==> src/sbtc_defines.svh <==
// Constants for the sixteen-bit timer/counter: offsets, fields, reset values
// Overview of operation
// - Top control bit selects buffered 16-bit access
// - Two-bit field maps compare units to timers
// - Prescale field divides input by 1/2/4/8
// - Bypass bit selects async mode; input still passes synchroniser
// - Internal source ignores the bypass bit
// - Internal source counts instruction cycles, clock/4
// - External rising edges count after first fall
// - Three modes: timer, sync, async counter
// - Oscillator enable forces pins input, reads zero
// - Low byte read latches high byte buffer
// - Low byte write loads buffered high byte
// - Wide mode: high byte only via buffer
// - Low byte write clears prescaler, high not
// - Count wraps FFFF to 0000, overflow event
// - Overflow sets sticky flag until software clears
// - Enable bit gates the overflow request
// - Compare special event resets count, not async
// - Software write beats simultaneous special reset
// - Special event reset never sets overflow flag
`ifndef SBTC_DEFINES_SVH
`define SBTC_DEFINES_SVH

// Register byte addresses on the Avalon-MM word bus
`define SBTC_ADDR_CTRL 5'h00
`define SBTC_ADDR_CNT_LO 5'h04
`define SBTC_ADDR_CNT_HI 5'h08
`define SBTC_ADDR_FLAG 5'h0c
`define SBTC_ADDR_IEN 5'h10
`define SBTC_ADDR_AUX 5'h14
`define SBTC_ADDR_PORT 5'h18
`define SBTC_ADDR_DIR 5'h1c

// Control register fields
`define SBTC_CTRL_RESET 8'h00
`define SBTC_BIT_WIDE 7
`define SBTC_BIT_TB_HI 6
`define SBTC_BIT_PS_HI 5
`define SBTC_BIT_PS_LO 4
`define SBTC_BIT_TB_LO 3
`define SBTC_BIT_BYPASS 2
`define SBTC_BIT_SRC 1
`define SBTC_BIT_ON 0

// Flag, enable and oscillator bits
`define SBTC_BIT_OVF 1
`define SBTC_BIT_OSCEN 3

// Compare mode that fires the special event
`define SBTC_CMP_SPECIAL 4'hb

// Time-base select encodings
`define SBTC_TB_NONE 2'h0
`define SBTC_TB_SPLIT1 2'h1
`define SBTC_TB_SPLIT2 2'h2
`define SBTC_TB_ALL 2'h3

// Unit masks (bit 0 = first enhanced unit .. bit 4 = last standard unit)
`define SBTC_UNITS_NONE 5'h00
`define SBTC_UNITS_SPLIT1 5'h1e
`define SBTC_UNITS_SPLIT2 5'h1c
`define SBTC_UNITS_ALL 5'h1f

// Misc widths and counts
`define SBTC_CNT_MAX 16'hffff
`define SBTC_CNT_ZERO 16'h0000
`define SBTC_INSTR_LAST 2'h3
`define SBTC_PS_ONE 3'h1

`endif

==> src/sbtc_pkg.sv <==
// Types shared by the sixteen-bit timer/counter
package sbtc_pkg;

  // Operating mode chosen by source select and bypass bit
  typedef enum logic [1:0] {
    SBTC_MODE_TIMER,
    SBTC_MODE_SYNC,
    SBTC_MODE_ASYNC
  } sbtc_mode_t;

endpackage

==> src/sbtc_top.sv <==
// Sixteen-bit timer/counter with prescaler, buffered access and Avalon-MM registers
`timescale 1ns/100ps
`include "sbtc_defines.svh"
module sbtc_top (
  input wire logic clk_i,
  input wire logic rst_i,
  input wire logic [4:0] avs_address_i,
  input wire logic avs_read_i,
  input wire logic avs_write_i,
  input wire logic [31:0] avs_writedata_i,
  input wire logic [3:0] avs_byteenable_i,
  output logic [31:0] avs_readdata_o,
  output logic avs_waitrequest_o,
  input wire logic ext_count_input_i,
  input wire logic aux_osc_clk_i,
  input wire logic [1:0] port_c_pin_i,
  output logic [1:0] port_c_out_o,
  output logic [1:0] port_c_oe_o,
  input wire logic [1:0] special_event_i,
  input wire logic [3:0] compare_mode_select1_i,
  input wire logic [3:0] compare_mode_select2_i,
  output logic [4:0] ccp_uses_this_timer_o,
  output logic [15:0] count_o,
  output logic overflow_irq_o
);

  // ******************************************************************
  // Registers and state
  // ******************************************************************
  logic [7:0] ctrl_r;
  logic [15:0] count_r;
  logic [15:0] count_nxt;
  logic [7:0] hi_buf_r;
  logic overflow_flag_r;
  logic overflow_irq_enable_r;
  logic aux_osc_enable_r;
  logic [1:0] port_latch_r;
  logic [1:0] port_c_direction_r;
  logic [1:0] instr_div_r;
  logic [2:0] presc_r;
  logic ext_armed_r;
  logic waitreq_r;
  logic [31:0] rdata_r;
  logic [1:0] port_pin_s1_r;
  logic [1:0] port_pin_s2_r;
  logic [1:0] port_pin_s3_r, port_pin_lvl_r;
  logic [4:0] units_r;
  logic irq_r;
  sbtc_pkg::sbtc_mode_t mode;

  // ******************************************************************
  // Bus decode
  // ******************************************************************
  logic req;
  logic rd_now;
  logic wr_now;
  logic wr_lane0;
  logic [7:0] wbyte;

  assign req = avs_read_i || avs_write_i;
  assign rd_now = avs_read_i && waitreq_r;
  assign wr_now = avs_write_i && !waitreq_r;
  assign wr_lane0 = wr_now && avs_byteenable_i[0];
  assign wbyte = avs_writedata_i[7:0];

  function automatic logic wr_at(input logic [4:0] a, input logic [4:0] target, input logic en);
    wr_at = en && (a == target);
  endfunction
  logic wr_ctrl;
  logic wr_lo;
  logic wr_hi;
  logic wr_flag;
  logic wr_ien;
  logic wr_aux;
  logic wr_port;
  logic wr_dir;

  assign wr_ctrl = wr_at(avs_address_i, `SBTC_ADDR_CTRL, wr_lane0);
  assign wr_lo = wr_at(avs_address_i, `SBTC_ADDR_CNT_LO, wr_lane0);
  assign wr_hi = wr_at(avs_address_i, `SBTC_ADDR_CNT_HI, wr_lane0);
  assign wr_flag = wr_at(avs_address_i, `SBTC_ADDR_FLAG, wr_lane0);
  assign wr_ien = wr_at(avs_address_i, `SBTC_ADDR_IEN, wr_lane0);
  assign wr_aux = wr_at(avs_address_i, `SBTC_ADDR_AUX, wr_lane0);
  assign wr_port = wr_at(avs_address_i, `SBTC_ADDR_PORT, wr_lane0);
  assign wr_dir = wr_at(avs_address_i, `SBTC_ADDR_DIR, wr_lane0);

  logic wide;
  assign wide = ctrl_r[`SBTC_BIT_WIDE];

  // Wait one cycle then answer; keeps read data a registered value
  always_ff @(posedge clk_i) begin
    if (rst_i) begin
      waitreq_r <= 1'b1;
    end else if (req && waitreq_r) begin
      waitreq_r <= 1'b0;
    end else begin
      waitreq_r <= 1'b1;
    end
  end

  // Read mux, sampled in the first request cycle and held for the answer
  always_ff @(posedge clk_i) begin
    if (rst_i) begin
      rdata_r <= 32'h0000_0000;
    end else if (rd_now) begin
      case (avs_address_i)
        `SBTC_ADDR_CTRL: rdata_r <= {24'h00_0000, ctrl_r};
        `SBTC_ADDR_CNT_LO: rdata_r <= {24'h00_0000, count_r[7:0]};
        `SBTC_ADDR_CNT_HI: rdata_r <= {24'h00_0000, wide ? hi_buf_r : count_r[15:8]};
        `SBTC_ADDR_FLAG: rdata_r <= {30'h0000_0000, overflow_flag_r, 1'b0};
        `SBTC_ADDR_IEN: rdata_r <= {30'h0000_0000, overflow_irq_enable_r, 1'b0};
        `SBTC_ADDR_AUX: rdata_r <= {28'h000_0000, aux_osc_enable_r, 3'h0};
        // Oscillator pins read as zero while the oscillator owns them
        `SBTC_ADDR_PORT: rdata_r <= {30'h0000_0000, aux_osc_enable_r ? 2'h0 : port_pin_lvl_r};
        `SBTC_ADDR_DIR: rdata_r <= {30'h0000_0000, port_c_direction_r};
        default: rdata_r <= 32'h0000_0000;
      endcase
    end
  end

  // ******************************************************************
  // Control and side registers
  // ******************************************************************
  always_ff @(posedge clk_i) begin
    if (rst_i) begin
      ctrl_r <= `SBTC_CTRL_RESET;
    end else if (wr_ctrl) begin
      ctrl_r <= wbyte;
    end
  end

  always_ff @(posedge clk_i) begin
    if (rst_i) begin
      overflow_irq_enable_r <= 1'b0;
      aux_osc_enable_r <= 1'b0;
      port_latch_r <= 2'h0;
      port_c_direction_r <= 2'h3;
    end else begin
      if (wr_ien) begin
        overflow_irq_enable_r <= wbyte[`SBTC_BIT_OVF];
      end
      if (wr_aux) begin
        aux_osc_enable_r <= wbyte[`SBTC_BIT_OSCEN];
      end
      if (wr_port) begin
        port_latch_r <= wbyte[1:0];
      end
      if (wr_dir) begin
        port_c_direction_r <= wbyte[1:0];
      end
    end
  end

  // Port pins pass three stages; a bit changes only when stages two and three agree
  always_ff @(posedge clk_i) begin
    if (rst_i) begin
      port_pin_s1_r <= 2'h0;
      port_pin_s2_r <= 2'h0;
      port_pin_s3_r <= 2'h0;
      port_pin_lvl_r <= 2'h0;
    end else begin
      port_pin_s1_r <= port_c_pin_i;
      port_pin_s2_r <= port_pin_s1_r;
      port_pin_s3_r <= port_pin_s2_r;
      port_pin_lvl_r <= (port_pin_s2_r & port_pin_s3_r) | (port_pin_lvl_r & (port_pin_s2_r | port_pin_s3_r));
    end
  end

  // Pin drivers; the oscillator forces both pins to inputs
  always_ff @(posedge clk_i) begin
    if (rst_i) begin
      port_c_out_o <= 2'h0;
      port_c_oe_o <= 2'h0;
    end else begin
      port_c_out_o <= port_latch_r;
      port_c_oe_o <= aux_osc_enable_r ? 2'h0 : ~port_c_direction_r;
    end
  end

  // ******************************************************************
  // Clock source, mode and prescaler
  // ******************************************************************
  logic ext_rise;
  logic ext_fall;

  sbtc_edge_sync u_ext_sync (
    .clk_i(clk_i),
    .rst_i(rst_i),
    .pin_i(aux_osc_enable_r ? aux_osc_clk_i : ext_count_input_i),
    .rise_o(ext_rise),
    .fall_o(ext_fall)
  );

  // Mode from source and bypass; bypass is meaningless on the internal clock
  always_comb begin
    if (!ctrl_r[`SBTC_BIT_SRC]) begin
      mode = sbtc_pkg::SBTC_MODE_TIMER;
    end else if (ctrl_r[`SBTC_BIT_BYPASS]) begin
      mode = sbtc_pkg::SBTC_MODE_ASYNC;
    end else begin
      mode = sbtc_pkg::SBTC_MODE_SYNC;
    end
  end

  // Instruction-cycle divider, free running
  always_ff @(posedge clk_i) begin
    if (rst_i) begin
      instr_div_r <= 2'h0;
    end else begin
      instr_div_r <= instr_div_r + 2'h1;
    end
  end

  // Edge arming: a rising edge counts only after a falling one was seen
  always_ff @(posedge clk_i) begin
    if (rst_i || !ctrl_r[`SBTC_BIT_ON] || !ctrl_r[`SBTC_BIT_SRC]) begin
      ext_armed_r <= 1'b0;
    end else if (ext_fall) begin
      ext_armed_r <= 1'b1;
    end
  end

  logic raw_tick;
  always_comb begin
    case (mode)
      sbtc_pkg::SBTC_MODE_TIMER: raw_tick = (instr_div_r == `SBTC_INSTR_LAST);
      sbtc_pkg::SBTC_MODE_SYNC,
      sbtc_pkg::SBTC_MODE_ASYNC: raw_tick = ext_rise && ext_armed_r;
      default: raw_tick = 1'b0;
    endcase
  end

  // Prescale terminal count: 1:1, 1:2, 1:4, 1:8
  logic [2:0] presc_last;
  always_comb begin
    case (ctrl_r[`SBTC_BIT_PS_HI:`SBTC_BIT_PS_LO])
      2'h0: presc_last = 3'h0;
      2'h1: presc_last = 3'h1;
      2'h2: presc_last = 3'h3;
      default: presc_last = 3'h7;
    endcase
  end

  logic on;
  logic count_tick;
  assign on = ctrl_r[`SBTC_BIT_ON];
  assign count_tick = on && raw_tick && (presc_r == presc_last);

  // Prescaler; cleared by low-byte writes only, so high-byte writes keep phase
  always_ff @(posedge clk_i) begin
    if (rst_i || wr_lo) begin
      presc_r <= 3'h0;
    end else if (on && raw_tick) begin
      presc_r <= (presc_r == presc_last) ? 3'h0 : presc_r + `SBTC_PS_ONE;
    end
  end

  // ******************************************************************
  // Counter, buffer and special event
  // ******************************************************************
  logic [4:0] units;
  always_comb begin
    case ({ctrl_r[`SBTC_BIT_TB_HI], ctrl_r[`SBTC_BIT_TB_LO]})
      `SBTC_TB_ALL: units = `SBTC_UNITS_ALL;
      `SBTC_TB_SPLIT2: units = `SBTC_UNITS_SPLIT2;
      `SBTC_TB_SPLIT1: units = `SBTC_UNITS_SPLIT1;
      default: units = `SBTC_UNITS_NONE;
    endcase
  end

  // Async mode may miss the reset; this design simply ignores it there
  logic spec_reset;
  assign spec_reset = (mode != sbtc_pkg::SBTC_MODE_ASYNC) && (
                      (special_event_i[0] && units[0] && compare_mode_select1_i == `SBTC_CMP_SPECIAL) ||
                      (special_event_i[1] && units[1] && compare_mode_select2_i == `SBTC_CMP_SPECIAL));

  logic overflow;
  assign overflow = count_tick && (count_r == `SBTC_CNT_MAX) && !wr_lo && !(wr_hi && !wide) && !spec_reset;

  // Priority: software write, then special reset, then count
  always_comb begin
    count_nxt = count_r;
    if (wr_lo) begin
      count_nxt = wide ? {hi_buf_r, wbyte} : {count_r[15:8], wbyte};
    end else if (wr_hi && !wide) begin
      count_nxt = {wbyte, count_r[7:0]};
    end else if (spec_reset) begin
      count_nxt = `SBTC_CNT_ZERO;
    end else if (count_tick) begin
      count_nxt = count_r + 16'h0001;
    end
  end

  always_ff @(posedge clk_i) begin
    if (rst_i) begin
      count_r <= `SBTC_CNT_ZERO;
    end else begin
      count_r <= count_nxt;
    end
  end

  // High-byte buffer: low read latches live high, high write loads it
  always_ff @(posedge clk_i) begin
    if (rst_i) begin
      hi_buf_r <= 8'h00;
    end else if (wide && wr_hi) begin
      hi_buf_r <= wbyte;
    end else if (wide && rd_now && avs_address_i == `SBTC_ADDR_CNT_LO) begin
      hi_buf_r <= count_r[15:8];
    end
  end

  // Sticky flag; an overflow in the clearing cycle still wins
  always_ff @(posedge clk_i) begin
    if (rst_i) begin
      overflow_flag_r <= 1'b0;
    end else if (overflow) begin
      overflow_flag_r <= 1'b1;
    end else if (wr_flag) begin
      overflow_flag_r <= wbyte[`SBTC_BIT_OVF];
    end
  end

  // ******************************************************************
  // Registered outputs
  // ******************************************************************
  always_ff @(posedge clk_i) begin
    if (rst_i) begin
      irq_r <= 1'b0;
      units_r <= `SBTC_UNITS_NONE;
    end else begin
      irq_r <= overflow_flag_r && overflow_irq_enable_r;
      units_r <= units;
    end
  end

  assign avs_readdata_o = rdata_r;
  assign avs_waitrequest_o = waitreq_r;
  assign count_o = count_r;
  assign overflow_irq_o = irq_r;
  assign ccp_uses_this_timer_o = units_r;

endmodule

==> src/sbtc_edge_sync.sv <==
// Three-stage pin synchroniser with edge detection for the external count clock
`timescale 1ns/100ps
module sbtc_edge_sync (
  input wire logic clk_i,
  input wire logic rst_i,
  input wire logic pin_i,
  output logic rise_o,
  output logic fall_o
);

  logic s1_r;
  logic s2_r;
  logic s3_r;
  logic level_r;

  // Chain; the first stage feeds only the second to avoid metastable fan-out
  always_ff @(posedge clk_i) begin
    if (rst_i) begin
      s1_r <= 1'b0;
      s2_r <= 1'b0;
      s3_r <= 1'b0;
    end else begin
      s1_r <= pin_i;
      s2_r <= s1_r;
      s3_r <= s2_r;
    end
  end

  // Level changes only when stages two and three agree
  always_ff @(posedge clk_i) begin
    if (rst_i) begin
      level_r <= 1'b0;
    end else if (s2_r == s3_r) begin
      level_r <= s3_r;
    end
  end

  assign rise_o = (s2_r == s3_r) && s3_r && !level_r;
  assign fall_o = (s2_r == s3_r) && !s3_r && level_r;

endmodule

==> config.mk <==
export PLATFORM = sky130hd
export DESIGN_NAME = sbtc_top
export DESIGN_NICKNAME = d
export VERILOG_FILES = /design/src/sbtc_pkg.sv /design/src/sbtc_top.sv /design/src/sbtc_edge_sync.sv
export VERILOG_INCLUDE_DIRS = /design/src
export SDC_FILE = /design/constraint.sdc
export NUM_CORES = 1
export LEC_CHECK = 0
export ABC_AREA = 1
export BUFFER_PORTS_ARGS = -buffer_cell sky130_fd_sc_hd__buf_4
export CORE_MARGIN = 2
export CORE_UTILIZATION = 39
export CTS_BUF_LIST = sky130_fd_sc_hd__clkbuf_4 sky130_fd_sc_hd__clkbuf_8
export DETAILED_ROUTE_END_ITERATION = 7
export PLACE_DENSITY_LB_ADDON = 0.08
export RECOVER_POWER = 50
export SLEW_MARGIN = 10
export SYNTH_ARGS = -nofsm -noshare
export SYNTH_HDL_FRONTEND = slang
export SYNTH_SLANG_ARGS = --single-unit
==> constraint.sdc <==
create_clock -name clk_i -period 4.95 [get_ports clk_i]
set_input_delay 0.2475 -clock clk_i [delete_from_list [all_inputs] [get_ports clk_i]]
set_output_delay 0.2475 -clock clk_i [all_outputs]
set_load 0.03 [all_outputs]
==> summary.md, run 1 <==
| Metric | Value |
|---|---|
| Nature of the critical path endpoint | flop |
| Num CTS Buffers | 9 |
| WHS Path Cells | 3 |
| Commonest non-fill, non-tap cell in the layout | nand2_1 |
| Largest net degree at the start of global routing | 38 |
| Synth Instances | around 620 |
| Die area | 11500 um2 |
| Initial antenna violation count | 0 |
| CTS Buffer Depth | 2 |
| WHS Endpoint | port_pin_s1_r[1]$_SDFF_PP0_ |
| Met2 GRT Util | a little under a third |
| Crit. Startpoint | rst_i |
| Post-Layout Cell Count | slightly above 800 |
| Yosys warning count | 0 |
| CP Max Fanout | 37 |
| Setup bufs post-CTS | 0 |
| Core area | 10300 um2 |
| Reg2Reg Depth | 11 |
| Number of flops mapped to enable cells by yosys | 0 |
| Worst-path clk slew | roughly 0.080 ns |
| Hold path start | port_c_pin_i[1] |
| Global Route met1 Usage | between 20 and 30% |
| Total grt overflow | 0 |
| P_leak | 2.07 nW |
| Final period util | a little over half |
| Fin Hold WS | between 0.08 and 0.09 ns |
| Row cnt | 37 |
| ANT nets after route | 0 |
| Placed insts | around 800 |
| CTS tree | yes |
| Syn_area_per_cell | around 6.8 um2 |
| Final WS setup | 2.27 ns |
| Sequential share of power | a little over half |
| Fmax | approximately 0.37 GHz |
| Logic pwr share | 8.7% |
| Vias per cell | 4.86 |
| WP data arrival | 2.93 ns |
| Grt met3 use | around 3.6% |
| CTS Hold Bufs | 0 |
| Asr flop ratio synth | 0% |
| Switch Pwr | 314 uW |
| ANT cells | 0 |
| RSZ-0062 raised after global routing | no |
| Share of cells above drive strength 1 | a little over an eighth |
| PortBufs | 66 |
| DP HPWL | 8350 um |
| Failing checks | capacitance limit, slew limit |
| Sequential area share after synthesis | a little over a third |
| Crit path required time | between 5 and 6 ns |
| H-tree depth | 3 |
| Vias in the first global route | between 3000 and 4000 |
| Synthesis-to-finish area growth | 12.4% |
| Synthesis-stage register bit count | 74 |
| Clock network power share | a little under two fifths |
| Internal cell power | 827 uW |
| Final wirelength | 11300 um |
| Main synth FF type | dfxtp_1 |
| Most frequent cells in the layout | nand2_1, nor2_1, dfxtp_1 |
| First-pass GRT wire length | about 18000 um |
| Hold Path Class | primary input to flop |
| Final hold violation count | 0 |
| DR iter-0 viols | ~270 |
| Die Span Y | roughly 110 um |
| Min Tclk post-route | between 2 and 3 ns |
| Resized Gates After CTS | 0 |
| CTS Sinks | 74 |
| Starting Density | approximately 40% |
| Max_slew headroom | -19.8% |
| Die W | between 100 and 150 um |
| Setup CP Type | primary input to flop |
| FF-to-FF End | count_o[1]$_SDFFE_PP0P_ |
| Setup TNS | 0 ns |
| DRT Pass-1 Iters | 5 |
| Slew of the pin with the lowest slew margin | about 1.8 ns |
| Sw Ratio | between 20% and 30% |
| Net count, final | 740 |
| Post-DR wirelength/cell | 13.9 um |
| Mapped Area | around 4200 um2 |
| Startpoint types | primary input |
| Clock skew | 0.00663 ns |
| CTS root buffer | clkbuf_8 |
| R2R setup slack | around 2.7 ns |
| DRC Markers | 0 |
| Worst vdd ir | approximately 0.10 mV |
| GR peak layer | met2 |
| Pre-CTS setup slack | ~2.7 ns |
| # Max-Cap Violations | 2 |
| GPL Wtd Cong | approximately 0.88 |
| Num ports | around 120 |
| Max-slew violations | 75 |
| Total track usage | 20.2% |
| P per Cell Area | roughly 240 nW/um2 |
| Launching point of the worst reg2reg path | ctrl_r[2]$_SDFFE_PP0P_ |
| Via count | ~4000 |
| Final Util | 45.3% |
| Clock latency on the worst-skew pair | 0.36 ns |
| Synth unique cells | 38 |
| Setup Viol. Count Final | 0 |
| Status | complete, but fails checks |
-- metrics by stage --
step	cell area (um2)	total power, mW
2_1_floorplan	4250	0.697
3_3_place_gp	4620	0.719
3_5_place_dp	4620	0.720
4_1_cts	4790	1.15
5_1_grt	4680	1.18
6_report	4680	1.14
-- critical path, stage by stage --
cell	delay, ns
clkbuf_1	1.17
clkinv_1	0.19
clkbuf_1	0.77
nand3_1	0.45
nor2_1	0.08
-- kinds of logic (layout without fill, tap and decap cells) --
group | after synthesis | after routing | synth area share [%]
other | 1 | 24 | 0.0901
DFF | 74 | 74 | 35.6
buffers and inverters | 123 | 164 | 14.7
AOI/OAI and AO/OA | 105 | 105 | 13.8
xor gates and xnor gates | 11 | 11 | 2.31
and+or+nand+nor | 294 | 294 | 31.4
adders and majority gates | 7 | 7 | 2.10
-- flip-flops by register name (all words and copies together), names as in the netlist, 3 cells and up --
register and cells:
hi_buf_r 8, presc_r 3, avs_readdata_o 8, ctrl_r 8, count_o 16, ccp_uses_this_timer_o 3
-- power by group through the flow --
stage / Sequential, mW / Combinational, mW / Clock (mW)
after detailed placement: 0.620 / 0.0995 / 0
after CTS: 0.606 / 0.0999 / 0.443
after global routing: 0.607 / 0.108 / 0.469
after floorplan: 0.622 / 0.0749 / 0
after global placement: 0.620 / 0.0987 / 0
final: 0.606 / 0.0987 / 0.436
-- area by class of cell --
class,count,area [um2]
Inverter,81,307
Multi-Input combinational cell,441,2160
Clock inverter,5,30.0
Tap cell,136,170
Fill cell,1142,5640
Clock buffer,11,145
Timing Repair Buffer,67,390
Sequential cell,74,1480
-- metal layers --
metal  vias to the layer above  share of wire [%]
met5                         -                  0
met4                         0                1.6
met3                        17                6.1
met2                       130                 44
met1                      1795                 49
li1                       2019                  -
-- how the worst max path moves through the flow --
stage                                         end  slack [ns]
final                     presc_r[2]$_SDFFE_PP0N_        2.27
after global routing      presc_r[1]$_SDFFE_PP0N_        1.92
after CTS                 count_o[1]$_SDFFE_PP0P_        2.67
after detailed placement  count_o[1]$_SDFFE_PP0P_        2.69
after global placement    count_o[3]$_SDFFE_PP0P_        2.72
after floorplan           count_o[0]$_SDFFE_PP0P_        3.19
-- synthesized netlist by cell type (2+ instances only) --
cell type | count | area share [%]
nor3_1 | 5 | 0.60
o211ai_1 | 7 | 1.3
nand2_4 | 2 | 0.54
o21ai_0 | 41 | 4.9
inv_1 | 70 | 6.3
o21ai_1 | 2 | 0.24
nor2_2 | 3 | 0.45
clkbuf_1 | 4 | 0.36
nand3_2 | 4 | 0.96
nand3_1 | 19 | 2.3
buf_2 | 3 | 0.36
nor2_4 | 2 | 0.54
nor2_1 | 101 | 9.1
o221ai_1 | 5 | 1.1
nand2_1 | 135 | 12
dfxtp_1 | 74 | 36
nand4_1 | 7 | 1.1
o22ai_1 | 9 | 1.4
a21oi_1 | 40 | 4.8
inv_2 | 9 | 0.81
buf_6 | 5 | 1.4
buf_4 | 27 | 4.9
buf_1 | 2 | 0.18
xor2_1 | 10 | 2.1
ha_1 | 7 | 2.1
nand2_2 | 10 | 1.5
(Power assumes the default switching activity.)
==> inputs of run 2 (changes only) <==
--- a/config.mk
+++ b/config.mk
@@ -6,7 +6,7 @@
 export SDC_FILE = /design/constraint.sdc
 export NUM_CORES = 1
 export LEC_CHECK = 0
-export ABC_AREA = 1
+export ABC_AREA = 0
 export BUFFER_PORTS_ARGS = -buffer_cell sky130_fd_sc_hd__buf_4
 export CORE_MARGIN = 2
 export CORE_UTILIZATION = 39
==> constraint.sdc (replaced) <==
create_clock -name clk_i -period 2.3 [get_ports clk_i]
set_input_delay 0.115 -clock clk_i [delete_from_list [all_inputs] [get_ports clk_i]]
set_output_delay 0.115 -clock clk_i [all_outputs]
set_load 0.03 [all_outputs]
==> summary.md, run 2 <==
| Metric | Value |
|---|---|
| Status | completed |
| Crit-path slowest cell | dfxtp_2 |
| CTS root buffer | clkbuf_8 |
| Setup CP Type | flop to flop |
| Yosys warning count | 0 (unchanged) |
| Min Tclk post-route | between 2 and 2.5 ns |
| Critical path's largest stage delay | 0.36 ns (-0.81 ns) |
| Total track usage | 21.6% (+1.4 points) |
| DRT Pass-1 Iters | 5 (unchanged) |
| Multi-input gate area | 2280 um2 (+5.5%) |
| Fill cells | 1021 (-11%) |
| P per Cell Area | 549 nW/um2 (+130%) |
| FF-to-FF End | count_o[0]$_SDFFE_PP0P_ |
| CP Max Fanout | 7 (-81%) |
| DR iter-0 viols | 207 (-24%) |
| Total grt overflow | 0 (unchanged) |
| Reg2Reg Depth | 10 (-1) |
| Initial antenna violation count | 0 (unchanged) |
| Setup Viol. Count Final | 0 (unchanged) |
| Max reg flops | 16 (unchanged) |
| WHS Endpoint | port_latch_r[0]$_SDFFE_PP0P_ |
| Commonest non-fill, non-tap cell in the layout | dfxtp_1 |
| Vias in the first global route | 3456 (+0.82%) |
| Crit path required time | 2.55 ns (-2.65 ns) |
| RSZ-0062 raised after global routing | no |
| Final hold violation count | 0 (unchanged) |
| DP HPWL | 8590 um (+2.9%) |
| Hold Path Class | primary input to flop |
| Core area | 9860 um2 (-4.4%) |
| Net count, final | 636 (-14%) |
| Setup TNS | 0 ns (unchanged) |
| CTS Buffer Depth | 2 (unchanged) |
| Register area | 1480 um2 (about the same) |
| Delay-heaviest family, CP | compound AO/OA/AOI/OAI gates |
| Starting Density | 40.6% (+0.23 points) |
| Nature of the critical path endpoint | flop |
| Fmax | about 0.47 GHz |
| H-tree depth | 3 (unchanged) |
| Startpoint types | flop |
| Crit. Startpoint | ctrl_r[2]$_SDFFE_PP0P_ |
| Launching point of the worst reg2reg path | ctrl_r[2]$_SDFFE_PP0P_ |
| Num ports | 118 (unchanged) |
| WHS Path Cells | 2 (-1) |
| Max-slew violations | 0 (-100%) |
| Overall power after layout | 2.63 mW (+130%) |
| WP data arrival | 2.36 ns (-0.57 ns) |
| Die Span Y | 105 um (-1.9%) |
| ANT nets after route | 0 (unchanged) |
| Worst-path clk slew | 0.09 ns (about the same) |
| Final Util | 48.6% (+3.3 points) |
| Slew of the pin with the lowest slew margin | 0.734 ns (-1.06 ns) |
| CTS tree | yes |
| Hold path start | rst_i |
| Die W | 105 um (-1.9%) |
| Final wirelength | 11800 um (+4.6%) |
| Asr flop ratio synth | 0% (unchanged) |
| Sequential area share after synthesis | 37.0% (+1.4 points) |
| Clock skew | 0.0119 ns (+0.00529 ns) |
| Post-synth top area cell | dfxtp_1 |
| Mapped Area | 4000 um2 (-3.9%) |
| Largest net degree at the start of global routing | 27 (-29%) |
| Synth Instances | 490 (-20%) |
| Worst vdd ir | 0.303 mV (+190%) |
| Clock latency on the worst-skew pair | 0.36 ns (about the same) |
| Max_slew headroom | 50.5% (+70 points) |
| DRC Markers | 0 (unchanged) |
| Num CTS Buffers | 9 (unchanged) |
| Final period util | about 92% |
| R2R setup slack | 0.19 ns (-2.47 ns) |
| GPL Wtd Cong | 0.897 (+1.4%) |
| Post-DP Area | 4620 um2 (about the same) |
| Most frequent cells in the layout | dfxtp_1, buf_4, nor2_1 |
| ANT cells | 0 (unchanged) |
| Post-DR wirelength/cell | 16.7 um (+20%) |
| Top-area cell type share of the netlist area | 37.0% (+1.4 points) |
| Share of cells above drive strength 1 | 16.2% (+3.1 points) |
| Most frequent cell after synthesis | dfxtp_1 |
| Number of flops mapped to enable cells by yosys | 0 (unchanged) |
| Synth cell count leaders | dfxtp_1, nor2_1, nand2_1 |
| Syn_area_per_cell | 8.16 um2 (+21%) |
| Synthesis-to-finish area growth | 20.0% |
| Dominant cells by area after synthesis | dfxtp_1, mux2i_1, buf_4 |
| WP buf/inv | 2 (-1) |
| Fin Hold WS | 0.0522 ns (-0.0359 ns) |
| CTS Sinks | 74 (unchanged) |
| P_leak | 1.80 nW (-13%) |
| Main synth FF type | dfxtp_1 |
| Synthesis-stage register bit count | 74 (unchanged) |
| First-pass GRT wire length | 18800 um (+5.8%) |
| PortBufs | 66 (unchanged) |
| Worst-path cell chain | nand2b_1, inv_1, ha_1, nand4b_1, a211oi_2, buf_4, o21a_4, o21ai_2, a211oi_1, nor3_1 |
| Synth unique cells | 63 (+66%) |
| Die area | 11100 um2 (-3.8%) |
| Row cnt | 36 (-2.7%) |
| # Max-Cap Violations | 0 (-2) |
| Finished layout cell area | 4800 um2 (+2.5%) |
| Vias per cell | 5.42 (+12%) |
| Setup bufs post-CTS | 0 (unchanged) |
| Via count | 3837 (-3.1%) |
## run 2: cell type report
class,instances,area share (%)
clock buffers,9,2.58
clock inverters,7,1.69
inverters,9,0.704
multi-input cells,377,47.4
flip-flops and latches,74,30.9
well taps,133,3.47
repair buffers,99,13.2
## run 2: metal layers
metal / part of all wire (%) / vias to the layer above / routed length, um / GRT usage [%]
li1: - / 1872 / - / -
met1: 47 / 1808 / 5610 / 30.7
met2: 45 / 138 / 5300 / 33.2
met3: 5.9 / 19 / 701 / 3.90
met4: 2.0 / 0 / 235 / 6.57
met5: 0 / - / 0 / 0
## run 2: repair_timing
item / in CTS / in global routing
resized for setup: 0 / 8
hold buffers: 6 / 0
endpoints found under the setup margin: 0 / 16
hold endpoints to repair: 4 / 0
## run 2: kinds of logic after synthesis
group,count (synthesis),share of synthesized area [%]
AND/OR/NAND/NOR,200,24.7
AO/OA/AOI/OAI,118,20.0
flip-flops,74,37.0
buffers and inverters,62,9.10
multiplexers,24,6.04
adder cells (fa/ha/maj),7,2.19
XOR/XNOR,4,0.876
other,1,0.0937
## run 2: worst max-delay path by stage
stage / cells past startpoint / end
5_1_grt: 10 / count_o[0]$_SDFFE_PP0P_
3_5_place_dp: 10 / count_o[5]$_SDFFE_PP0P_
2_1_floorplan: 9 / count_o[13]$_SDFFE_PP0P_
4_1_cts: 10 / count_o[4]$_SDFFE_PP0P_
6_report: 10 / count_o[0]$_SDFFE_PP0P_
3_3_place_gp: 10 / count_o[4]$_SDFFE_PP0P_
## run 2: report_power, final
part	internal, mW	switching [mW]
Combinational	0.0779	0.171
Clock	0.520	0.563
Sequential	1.29	0.00774
Total	1.89	0.742
## run 2: stage by stage
stage / instances / setup slack, ns
6_report: 708 / 0.185
5_1_grt: 708 / 0.0308
4_1_cts: 708 / 0.0173
3_5_place_dp: 686 / 0.0484
3_3_place_gp: 686 / 0.0149
2_1_floorplan: 513 / 0.219
